`config.mk`:
```
export PLATFORM = sky130hd
export DESIGN_NAME = cdma_engine
export DESIGN_NICKNAME = d
export VERILOG_FILES = /design/src/cdma_engine.v
export VERILOG_INCLUDE_DIRS = /design/src
export SDC_FILE = /design/constraint.sdc
export NUM_CORES = 2
export LEC_CHECK = 0
export ABC_AREA = 1
export BUFFER_PORTS_ARGS = -buffer_cell sky130_fd_sc_hd__buf_4
export CAP_MARGIN = 20
export CORE_ASPECT_RATIO = 0.6
export CORE_MARGIN = 8
export CORE_UTILIZATION = 55
export CTS_CLUSTER_SIZE = 28
export DETAILED_ROUTE_END_ITERATION = 12
export PLACE_DENSITY = 0.78
export SETUP_SLACK_MARGIN = 0.1
export SLEW_MARGIN = 20
export SYNTH_ARGS = -nofsm -noshare
export SYNTH_HDL_FRONTEND = slang
export SYNTH_HIERARCHICAL = 1
export SYNTH_SLANG_ARGS = --single-unit
```
`constraint.sdc`:
```
create_clock -name sys_clk -period 11.3 [get_ports sys_clk]
set_clock_uncertainty 0.05 [all_clocks]
set_input_delay 0.565 -clock sys_clk [delete_from_list [all_inputs] [get_ports sys_clk]]
set_output_delay 0.565 -clock sys_clk [all_outputs]
set_load 0.02 [all_outputs]
```
`src/cdma_defs.vh`:
```
`ifndef CDMA_DEFS_VH
`define CDMA_DEFS_VH
// Behaviour
// - Dual-buffer mode places the next descriptor after a programmed skip length.
// - Chained mode: one buffer per descriptor plus next descriptor address.
// - Descriptor is four aligned 32-bit words, sixteen bytes.
// - Ownership bit 31 set means engine owns; engine clears it when done.
// - Bit 30 written back as OR of the card error flags.
// - Ring wrap bit returns to list base, dual-buffer mode only.
// - Link bit makes word 3 the next descriptor address; size two zero.
// - First flag marks data start; empty first buffer defers start onward. The engine never reads this bit.
// - Final flag marks the descriptor holding the last buffers.
// - Suppress bit blocks done flag for data ending in this descriptor.
// - Zero first size skips to next buffer or next descriptor.
// - Word 2 is buffer one address; low two bits ignored.
// - Word 3 is buffer two or link address; low two bits ignored.
// - Fixed bursts on select, limited by burst length; fetches as INCR4.
// - Data burst starts only with FIFO room or short remainder.
// - Fixed: INCR4/8/16 and SINGLE mix; else INCR and SINGLE.
// - Writes to card move exactly the programmed byte count; the engine moves whole words, the low two size bits dropped.
// - Non-final buffers full; final buffer may end early on receive.
// - Normal summary is tx or rx done; abnormal is fault, missing, card.
// - Writing one clears a status flag; each flag has an enable.
// - Summaries drop when enabled flags clear; events do not queue.
`define CDMA_DESC_BYTES 32'h00000010
`define CDMA_OFS_W0 2'h0
`define CDMA_BIT_OWN 31
`define CDMA_BIT_CES 30
`define CDMA_BIT_WRAP 5
`define CDMA_BIT_LINK 4
`define CDMA_BIT_FIRST 3
`define CDMA_BIT_FINAL 2
`define CDMA_BIT_SUPP 1
`define CDMA_BS2_HI 25
`define CDMA_BS2_LO 13
`define CDMA_BS1_HI 12
`define CDMA_BS1_LO 0
`define CDMA_HTRANS_IDLE 2'h0
`define CDMA_HTRANS_NONSEQ 2'h2
`define CDMA_HTRANS_SEQ 2'h3
`define CDMA_HBURST_SINGLE 3'h0
`define CDMA_HBURST_INCR 3'h1
`define CDMA_HBURST_INCR4 3'h3
`define CDMA_HBURST_INCR8 3'h5
`define CDMA_HBURST_INCR16 3'h7
`define CDMA_HSIZE_WORD 3'h2
`define CDMA_HRESP_OKAY 2'h0
`define CDMA_FIFO_DEPTH 32
`define CDMA_FIFO_AW 5
`define CDMA_FIFO_WIDTH 32
`define CDMA_ST_TX 0
`define CDMA_ST_RX 1
`define CDMA_ST_FBE 2
`define CDMA_ST_DU 3
`define CDMA_ST_CES 4
`define CDMA_STS_RESET 5'h00
`endif

```
`src/cdma_engine.v`:
```
`timescale 1ns/100ps
`include "cdma_defs.vh"

// ****************************************
// Data FIFO
// ****************************************
module cdma_fifo #(
  parameter W = `CDMA_FIFO_WIDTH,
  parameter D = `CDMA_FIFO_DEPTH,
  parameter AW = `CDMA_FIFO_AW
) (
  input wire sys_clk,
  input wire resetn,
  input wire in_valid,
  output wire in_ready,
  input wire [W-1:0] in_data,
  output wire out_valid,
  input wire out_ready,
  output wire [W-1:0] out_data,
  output wire [AW:0] level
);
  reg [W-1:0] mem_reg [0:D-1];
  reg [AW-1:0] wr_ptr_reg;
  reg [AW-1:0] rd_ptr_reg;
  reg [AW:0] cnt_reg;
  wire do_wr;
  wire do_rd;
  assign in_ready = (cnt_reg != D[AW:0]);
  assign out_valid = (cnt_reg != {(AW+1){1'b0}});
  assign out_data = mem_reg[rd_ptr_reg];
  assign level = cnt_reg;
  assign do_wr = in_valid & in_ready;
  assign do_rd = out_valid & out_ready;
  always @(posedge sys_clk) begin
    if (do_wr) begin
      mem_reg[wr_ptr_reg] <= in_data;
    end
  end
  always @(posedge sys_clk or negedge resetn) begin
    if (!resetn) begin
      wr_ptr_reg <= {AW{1'b0}};
      rd_ptr_reg <= {AW{1'b0}};
      cnt_reg <= {(AW+1){1'b0}};
    end else begin
      if (do_wr) begin
        wr_ptr_reg <= wr_ptr_reg + 1'b1;
      end
      if (do_rd) begin
        rd_ptr_reg <= rd_ptr_reg + 1'b1;
      end
      if (do_wr & ~do_rd) begin
        cnt_reg <= cnt_reg + 1'b1;
      end else if (do_rd & ~do_wr) begin
        cnt_reg <= cnt_reg - 1'b1;
      end
    end
  end
endmodule

// ****************************************
// Descriptor DMA engine
// ****************************************
module cdma_engine (
  input wire sys_clk,
  input wire resetn,
  input wire start,
  input wire [31:0] list_base,
  input wire [4:0] skip_len,
  input wire fixed_burst_sel,
  input wire [2:0] burst_len_field,
  input wire to_card,
  input wire [6:0] card_err_flags,
  input wire card_rx_end,
  input wire [4:0] irq_en,
  input wire sts_clr_we,
  input wire [4:0] sts_clr_bits,
  output wire [4:0] status,
  output wire normal_sum,
  output wire abnormal_sum,
  output wire irq,
  output wire busy,
  output wire [31:0] haddr,
  output wire [1:0] htrans,
  output wire [2:0] hburst,
  output wire [2:0] hsize,
  output wire hwrite,
  output wire [31:0] hwdata,
  input wire [31:0] hrdata,
  input wire hready,
  input wire [1:0] hresp,
  output wire [31:0] card_tx_data,
  output wire card_tx_valid,
  input wire card_tx_ready,
  input wire [31:0] card_rx_data,
  input wire card_rx_valid,
  output wire card_rx_ready
);
  localparam [6:0] S_IDLE = 7'h01;
  localparam [6:0] S_FETCH = 7'h02;
  localparam [6:0] S_CHECK = 7'h04;
  localparam [6:0] S_DATA = 7'h08;
  localparam [6:0] S_CLOSE = 7'h10;
  localparam [6:0] S_STALL = 7'h20;
  localparam [6:0] S_HALT = 7'h40;

  // ****************************************
  // Burst helpers
  // ****************************************
  function [5:0] pbl_words;
    input [2:0] f;
    begin
      case (f)
        3'h0: pbl_words = 6'h01;
        3'h1: pbl_words = 6'h04;
        3'h2: pbl_words = 6'h08;
        3'h3: pbl_words = 6'h10;
        default: pbl_words = 6'h20;
      endcase
    end
  endfunction

  function [5:0] pick_len;
    input [10:0] r;
    input [5:0] p;
    input fx;
    reg [10:0] m;
    begin
      m = (r < {5'h00, p}) ? r : {5'h00, p};
      if (fx) begin
        if (m >= 11'h010) pick_len = 6'h10;
        else if (m >= 11'h008) pick_len = 6'h08;
        else if (m >= 11'h004) pick_len = 6'h04;
        else pick_len = 6'h01;
      end else begin
        pick_len = m[5:0];
      end
    end
  endfunction

  function [2:0] burst_code;
    input [5:0] l;
    input fx;
    begin
      if (l == 6'h01) burst_code = `CDMA_HBURST_SINGLE;
      else if (!fx) burst_code = `CDMA_HBURST_INCR;
      else if (l == 6'h10) burst_code = `CDMA_HBURST_INCR16;
      else if (l == 6'h08) burst_code = `CDMA_HBURST_INCR8;
      else burst_code = `CDMA_HBURST_INCR4;
    end
  endfunction

  reg [6:0] state_reg;
  reg [6:0] state_next;
  reg [4:0] sts_reg;
  reg [4:0] sts_next;
  reg [31:0] desc_reg [0:3];
  reg [31:0] cur_desc_reg;
  reg [31:0] buf_addr_reg;
  reg [10:0] rem_reg;
  reg buf2_reg;
  reg end_seen_reg;
  reg bus_busy_reg;
  reg [31:0] a_addr_reg;
  reg [5:0] len_reg;
  reg [5:0] a_cnt_reg;
  reg [5:0] d_cnt_reg;
  reg dph_reg;
  reg bwrite_reg;
  reg [2:0] burst_reg;
  reg [31:0] hwdata_reg;
  reg go;
  reg go_data;
  reg [31:0] go_addr;
  reg [5:0] go_len;
  reg go_wr;
  reg [2:0] go_burst;
  reg [4:0] ev;
  wire [31:0] w0;
  wire [31:0] w1;
  wire aph;
  wire bus_err;
  wire bus_end;
  wire fifo_in_ready;
  wire fifo_out_valid;
  wire [31:0] fifo_out_data;
  wire [5:0] fifo_lvl;
  wire mem_push;
  wire mem_pop;
  wire [10:0] bs1_words;
  wire [10:0] bs2_words;
  wire more2;
  wire buf_done;
  wire [10:0] eff_rem;
  wire [5:0] dlen;
  wire room;
  wire [31:0] next_desc;
  wire [31:0] close_word;
  wire card_err;

  assign w0 = desc_reg[0];
  assign w1 = desc_reg[1];
  assign card_err = |card_err_flags;
  assign close_word = {1'b0, card_err, w0[29:0]};

  // ****************************************
  // Descriptor decode
  // ****************************************
  assign bs1_words = w1[`CDMA_BS1_HI:`CDMA_BS1_LO+2];
  assign bs2_words = w1[`CDMA_BS2_HI:`CDMA_BS2_LO+2];
  assign more2 = ~buf2_reg & ~w0[`CDMA_BIT_LINK] & (bs2_words != 11'h000);
  assign buf_done = (rem_reg == 11'h000) |
    (~to_card & end_seen_reg & w0[`CDMA_BIT_FINAL] &
     (fifo_lvl == 6'h00));
  assign eff_rem = (~to_card & end_seen_reg & w0[`CDMA_BIT_FINAL] &
    ({5'h00, fifo_lvl} < rem_reg)) ? {5'h00, fifo_lvl} : rem_reg;
  assign dlen = pick_len(eff_rem, pbl_words(burst_len_field), fixed_burst_sel);
  assign room = to_card ?
    ((6'd`CDMA_FIFO_DEPTH - fifo_lvl) >= dlen) : (fifo_lvl >= dlen);
  assign next_desc = w0[`CDMA_BIT_LINK] ? {desc_reg[3][31:2], 2'b00} :
    w0[`CDMA_BIT_WRAP] ? {list_base[31:2], 2'b00} :
    cur_desc_reg + `CDMA_DESC_BYTES + {25'h0, skip_len, 2'b00};

  // ****************************************
  // Master bus phases
  // ****************************************
  assign aph = bus_busy_reg & (a_cnt_reg != len_reg);
  assign bus_err = dph_reg & (hresp != `CDMA_HRESP_OKAY);
  assign bus_end = bus_busy_reg & hready & dph_reg & ~bus_err &
    (d_cnt_reg == len_reg - 6'h01);
  assign htrans = ~aph ? `CDMA_HTRANS_IDLE :
    (a_cnt_reg == 6'h00) ? `CDMA_HTRANS_NONSEQ : `CDMA_HTRANS_SEQ;
  assign haddr = a_addr_reg;
  assign hburst = burst_reg;
  assign hsize = `CDMA_HSIZE_WORD;
  assign hwrite = bwrite_reg;
  assign hwdata = hwdata_reg;
  assign mem_push = hready & dph_reg & ~bwrite_reg & (state_reg == S_DATA);
  assign mem_pop = hready & aph & bwrite_reg & (state_reg == S_DATA);

  // ****************************************
  // FIFO in the data path
  // ****************************************
  cdma_fifo #(
    .W(`CDMA_FIFO_WIDTH),
    .D(`CDMA_FIFO_DEPTH),
    .AW(`CDMA_FIFO_AW)
  ) u_fifo (
    .sys_clk(sys_clk),
    .resetn(resetn),
    .in_valid(to_card ? mem_push : card_rx_valid),
    .in_ready(fifo_in_ready),
    .in_data(to_card ? hrdata : card_rx_data),
    .out_valid(fifo_out_valid),
    .out_ready(to_card ? card_tx_ready : mem_pop),
    .out_data(fifo_out_data),
    .level(fifo_lvl)
  );
  assign card_tx_data = fifo_out_data;
  assign card_tx_valid = to_card & fifo_out_valid;
  assign card_rx_ready = ~to_card & fifo_in_ready;

  // ****************************************
  // Sequencing
  // ****************************************
  always @* begin
    state_next = state_reg;
    go = 1'b0;
    go_data = 1'b0;
    go_addr = 32'h00000000;
    go_len = 6'h04;
    go_wr = 1'b0;
    go_burst = `CDMA_HBURST_INCR4;
    ev = 5'h00;
    case (state_reg)
      S_IDLE: begin
        if (start) begin
          go = 1'b1;
          go_addr = {list_base[31:2], 2'b00};
          state_next = S_FETCH;
        end
      end
      S_FETCH: begin
        if (bus_end) state_next = S_CHECK;
      end
      S_CHECK: begin
        if (!w0[`CDMA_BIT_OWN]) begin
          ev[`CDMA_ST_DU] = 1'b1;
          state_next = S_STALL;
        end else begin
          state_next = S_DATA;
        end
      end
      S_DATA: begin
        if (!bus_busy_reg) begin
          if (buf_done) begin
            if (!more2) begin
              go = 1'b1;
              go_addr = cur_desc_reg + {30'h0, `CDMA_OFS_W0};
              go_len = 6'h01;
              go_wr = 1'b1;
              go_burst = `CDMA_HBURST_SINGLE;
              state_next = S_CLOSE;
            end
          end else if (room) begin
            go = 1'b1;
            go_data = 1'b1;
            go_addr = buf_addr_reg;
            go_len = dlen;
            go_wr = ~to_card;
            go_burst = burst_code(dlen, fixed_burst_sel);
          end
        end
      end
      S_CLOSE: begin
        if (bus_end) begin
          ev[`CDMA_ST_CES] = card_err;
          if (w0[`CDMA_BIT_FINAL]) begin
            if (!w0[`CDMA_BIT_SUPP]) begin
              ev[`CDMA_ST_TX] = to_card;
              ev[`CDMA_ST_RX] = ~to_card;
            end
            state_next = S_IDLE;
          end else begin
            go = 1'b1;
            go_addr = next_desc;
            state_next = S_FETCH;
          end
        end
      end
      S_STALL: begin
        if (start) begin
          go = 1'b1;
          go_addr = cur_desc_reg;
          state_next = S_FETCH;
        end
      end
      S_HALT: begin
        state_next = S_HALT;
      end
      default: begin
        state_next = S_IDLE;
      end
    endcase
    if (bus_err) begin
      go = 1'b0;
      ev[`CDMA_ST_FBE] = 1'b1;
      state_next = S_HALT;
    end
  end

  // ****************************************
  // Status flags and summaries
  // ****************************************
  always @* begin
    sts_next = sts_reg;
    if (sts_clr_we) begin
      sts_next = sts_next & ~sts_clr_bits;
    end
    sts_next = sts_next | ev;
  end
  assign status = sts_reg;
  assign normal_sum = |(sts_reg[`CDMA_ST_RX:`CDMA_ST_TX] &
    irq_en[`CDMA_ST_RX:`CDMA_ST_TX]);
  assign abnormal_sum = |(sts_reg[`CDMA_ST_CES:`CDMA_ST_FBE] &
    irq_en[`CDMA_ST_CES:`CDMA_ST_FBE]);
  assign irq = normal_sum | abnormal_sum;
  assign busy = (state_reg != S_IDLE);

  // ****************************************
  // Registers
  // ****************************************
  always @(posedge sys_clk or negedge resetn) begin
    if (!resetn) begin
      state_reg <= S_IDLE;
      sts_reg <= `CDMA_STS_RESET;
      desc_reg[0] <= 32'h00000000;
      desc_reg[1] <= 32'h00000000;
      desc_reg[2] <= 32'h00000000;
      desc_reg[3] <= 32'h00000000;
      cur_desc_reg <= 32'h00000000;
      buf_addr_reg <= 32'h00000000;
      rem_reg <= 11'h000;
      buf2_reg <= 1'b0;
      end_seen_reg <= 1'b0;
      bus_busy_reg <= 1'b0;
      a_addr_reg <= 32'h00000000;
      len_reg <= 6'h00;
      a_cnt_reg <= 6'h00;
      d_cnt_reg <= 6'h00;
      dph_reg <= 1'b0;
      bwrite_reg <= 1'b0;
      burst_reg <= `CDMA_HBURST_SINGLE;
      hwdata_reg <= 32'h00000000;
    end else begin
      state_reg <= state_next;
      sts_reg <= sts_next;
      if (go) begin
        bus_busy_reg <= 1'b1;
        a_addr_reg <= go_addr;
        len_reg <= go_len;
        a_cnt_reg <= 6'h00;
        d_cnt_reg <= 6'h00;
        bwrite_reg <= go_wr;
        burst_reg <= go_burst;
      end else begin
        if (hready & aph) begin
          a_addr_reg <= a_addr_reg + 32'h00000004;
          a_cnt_reg <= a_cnt_reg + 6'h01;
          if (bwrite_reg) begin
            hwdata_reg <= (state_reg == S_CLOSE) ? close_word : fifo_out_data;
          end
        end
        if (bus_err) begin
          bus_busy_reg <= 1'b0;
        end else if (hready & dph_reg) begin
          d_cnt_reg <= d_cnt_reg + 6'h01;
          if (~bwrite_reg & (state_reg == S_FETCH)) begin
            desc_reg[d_cnt_reg[1:0]] <= hrdata;
          end
          if (bus_end) bus_busy_reg <= 1'b0;
        end
      end
      if (bus_err) begin
        dph_reg <= 1'b0;
      end else if (hready) begin
        dph_reg <= aph;
      end
      if ((state_reg == S_IDLE) & start) begin
        cur_desc_reg <= {list_base[31:2], 2'b00};
        end_seen_reg <= 1'b0;
      end else if (card_rx_end) begin
        end_seen_reg <= 1'b1;
      end
      if ((state_reg == S_CHECK) & w0[`CDMA_BIT_OWN]) begin
        buf_addr_reg <= {desc_reg[2][31:2], 2'b00};
        rem_reg <= bs1_words;
        buf2_reg <= 1'b0;
      end
      if (go_data) begin
        buf_addr_reg <= buf_addr_reg + {24'h0, go_len, 2'b00};
        rem_reg <= rem_reg - {5'h00, go_len};
      end
      if ((state_reg == S_DATA) & ~bus_busy_reg & buf_done & more2) begin
        buf_addr_reg <= {desc_reg[3][31:2], 2'b00};
        rem_reg <= bs2_words;
        buf2_reg <= 1'b1;
      end
      if ((state_reg == S_CLOSE) & bus_end & ~w0[`CDMA_BIT_FINAL]) begin
        cur_desc_reg <= next_desc;
      end
    end
  end
endmodule

```
==> qor.csv <==
stage,metric,value,unit
critical_path,slowest_delay,0.63,ns
route,antenna_left,0,
route,viasPerCell,5.902,
synth,synth-simple-area-share,21.00,%
route,drtPass1Iterations,9,
clock_network,postCtsSetupRepairBufs,0,
synth,synth-xor-area-share,1.114,%
global_route,overflow,0,
synth,yosysMostFrequentCell,nand2_1,
placement,io_buffers,243,
floorplan,die_area,123800,um2
sta,whs,0.04349,ns
synth,synthesis.area,61860,um2
synth,syn_inst,6434,
synth,synth_compound_area_share,6.580,%
sta,setup_violations,0,
power_and_ir_drop,power_density,235.0,nW/um2
sta,worst_slew_pin_slew,1.252,ns
synth,synth_enable_flop_cells,1024,
clock_network,cts_tree,done,
sta,period_share,75.62,%
critical_path,cp_max_fo,69,
sta,hold_viol,0,
finish,largest_reg_flops,1024,
synth,yosysTopAreaCell,edfxtp_1,
global_route,grt_pass1_wl,282.4,mm
synth,synth_seq_cells,1328,
clock_network,cts_inserted_buffers,114,
clock_network,cts_sinks,1328,
sta,rsz0062_at_grt,false,
synth,seq_area_frac_synth,62.01,%
placement,place_hpwl,122.2,mm
power_and_ir_drop,p_leak,29.35,nW
synth,synth_fa_ha_area_share,1.363,%
critical_path,cp-end-kind,flip-flop,
critical_path,start_kind,flip-flop,
finish,syn2layout_area_growth,12.09,%
power_and_ir_drop,fin_total_pwr,16.30,mW
clock_network,clk_pin_slew,0.07,ns
synth,synthArstFlopShare,22.89,%
floorplan,fp.dieH,275.8,um
placement,dp_cells,7976,
finish,fillers,8766,
placement,place_congestion,0.9770,
global_route,antenna_found_initial,12,
clock_network,cts-resized-gates,0,
status,status,"finished, final reports clean",
synth,synthMuxAreaShare,0.4854,%
floorplan,rows,95,
critical_path,cpMostUsedCell,nand2_1,
floorplan,initial_core_util,55.37,%
clock_network,htreeDepth,3,
critical_path,crit_family,simple AND/OR/NAND/NOR gates,
sta,fin_tns_setup,0,ns
route,vias,48390,
route,drc_errors,0,
clock_network,clk_latency,0.74,ns
finish,finish.utilization,62.06,%
power_and_ir_drop,ir_drop,0.0004334,V
critical_path,required,11.84,ns
route,wire_per_inst,23.49,um
synth,netlist_top_cells_count,"nand2_1 (1972), edfxtp_1 (1024), inv_1 (772), nand3_1 (743), dfrtp_1 (303)",
flow_run,maxCapViolCount,0,
sta,relSlewSlack,16.09,%
synth,synthTopCellsByArea,"edfxtp_1 (50%), dfrtp_1 (12%), nand2_1 (12%)",
critical_path,critPathBufInv,8,
synth,synth_top_family_by_area,simple AND/OR/NAND/NOR gates,
clock_network,root_buffer,clkbuf_16,
route,wirelength,192.6,mm
sta,min_period,8.545,ns
sta,fmax,0.1170,GHz
synth,synth_top_area_share,49.71,%
synth,postSynthAreaPerCell,9.615,um2
synth,ys.warnings.count,6,
synth,synth_top_flop_cell,edfxtp_1,
floorplan,core,111700,um2
global_route,grt_pass1_vias,44350,
sta,drv_slew,0,
global_route,gr-usage-all-layers,30.12,%
clock_network,clockBufferDepth,3,
route,drt-initial-drc-count,8042,
hold_path,hold_class,in2reg,
floorplan,io_pins,249,
finish,layout-drive-gt1-share,10.43,%
critical_path,cp_slowest_cell,buf_4,
critical_path,critPathKind,reg2reg,
global_route,grt_max_degree,203,
finish,final_nets,6792,
finish,stdcell_count,8200,
synth,synth_cell_types,62,
critical_path,arrival,9.08,ns
floorplan,die_w,449.0,um
logic make-up (layout without fill, tap and decap cells):
| family | count (synthesis) | in the layout |
|---|---|---|
| flops | 1328 | 1328 |
| xor+xnor | 77 | 77 |
| compound gates | 708 | 708 |
| fa+ha+maj | 65 | 65 |
| buf+inv | 1129 | 1386 |
| mux | 30 | 30 |
| other cells | 2 | 8 |
| simple gates | 3095 | 3095 |
metal layers:
layer  up-vias  wire (um)  track usage, %
li1      21740          -               -
met1     23010      78390           45.09
met2      3220      79020           41.60
met3       415      27520           8.356
met4         8       7647           11.47
met5         -         55          0.2340
worst register-to-register path: cells and delay by family, from the launching register on:
family	cells	cell delay [ns]
AND/OR/NAND/NOR	21	3.26
adder cells (fa/ha/maj)	4	1.20
flip-flops	1	0.44
AO/OA/AOI/OAI	10	1.58
XOR/XNOR	1	0.23
buffers and inverters	8	1.66
cell usage in the layout, fill, tap and decap left out, drive strengths merged, types with 3 or more instances in the layout:
| cell | instances |
|---|---|
| clkbuf | 138 |
| a221oi | 5 |
| bufinv | 15 |
| inv | 799 |
| nor2 | 216 |
| nor4 | 29 |
| o21bai | 4 |
| nor3 | 75 |
| xor2 | 61 |
| nand2 | 1981 |
| o21a | 5 |
| conb | 3 |
| clkinvlp | 13 |
| a211oi | 4 |
| diode | 5 |
| o22ai | 21 |
| o221ai | 21 |
| a31oi | 13 |
| o21ai | 338 |
| xnor2 | 16 |
| dlygate4sd3 | 5 |
| nand3 | 747 |
| clkinv | 48 |
| o211ai | 92 |
| nand4 | 32 |
| o2111ai | 9 |
| or2 | 9 |
| fa | 4 |
| a22oi | 6 |
| buf | 368 |
| dfrtp | 303 |
| a21oi | 172 |
| o31ai | 6 |
| edfxtp | 1024 |
| mux2i | 30 |
| ha | 61 |
path summary, 6_finish.rpt:
kind / depth (start not counted) / from / endpoint / slack [ns]
max: 44 / rem_reg[2]$_DFFE_PN0P_ / buf_addr_reg[22]$_DFFE_PN0P_ / 2.76
min: 3 / list_base[3] / cur_desc_reg[3]$_DFFE_PN0P_ / 0.04
max reg2reg: 44 / rem_reg[2]$_DFFE_PN0P_ / buf_addr_reg[22]$_DFFE_PN0P_ / 2.76
min reg2reg: 2 / desc_reg[53]$_DFFE_PN0P_ / desc_reg[53]$_DFFE_PN0P_ / 0.44
max in group asynchronous: 4 / resetn / desc_reg[56]$_DFFE_PN0P_ / 8.60
min in group asynchronous: 2 / resetn / state_reg[4]$_DFFE_PN0P_ / 0.43
final cells by class:
type	count	area (um2)	area share [%]
Antenna cell	5	12.51	0.01804
Clock buffer	138	3089	4.455
Clock inverter	76	849.6	1.225
Inverter	799	3018	4.352
Multi-Input combinational cell	3978	19260	27.77
Sequential cell	1328	38370	55.34
Tap cell	1503	1881	2.712
Timing Repair Buffer	373	2860	4.125
report_power, final:
group	leakage, nW	switching, mW	internal (mW)	total, mW
clock network	1.91	1.86	2.30	4.17
logic	14.1	4.37	1.77	6.14
registers	13.3	0.343	5.65	5.99
metrics by stage:
| stage | cell area [um2] | setup slack (ns) |
|---|---|---|
| finish | 69340 | 2.755 |
| global route | 69330 | 1.855 |
| CTS | 69280 | 2.997 |
| detailed placement | 65290 | 2.581 |
| global placement | 65260 | 2.554 |
| floorplan | 61860 | 4.920 |
what timing repair did:
item	CTS	global route
endpoints found under the hold margin	85	0
setup endpoints to repair	0	0
hold buffers	5	0
No activity file was read; power rests on OpenSTA's default activity.
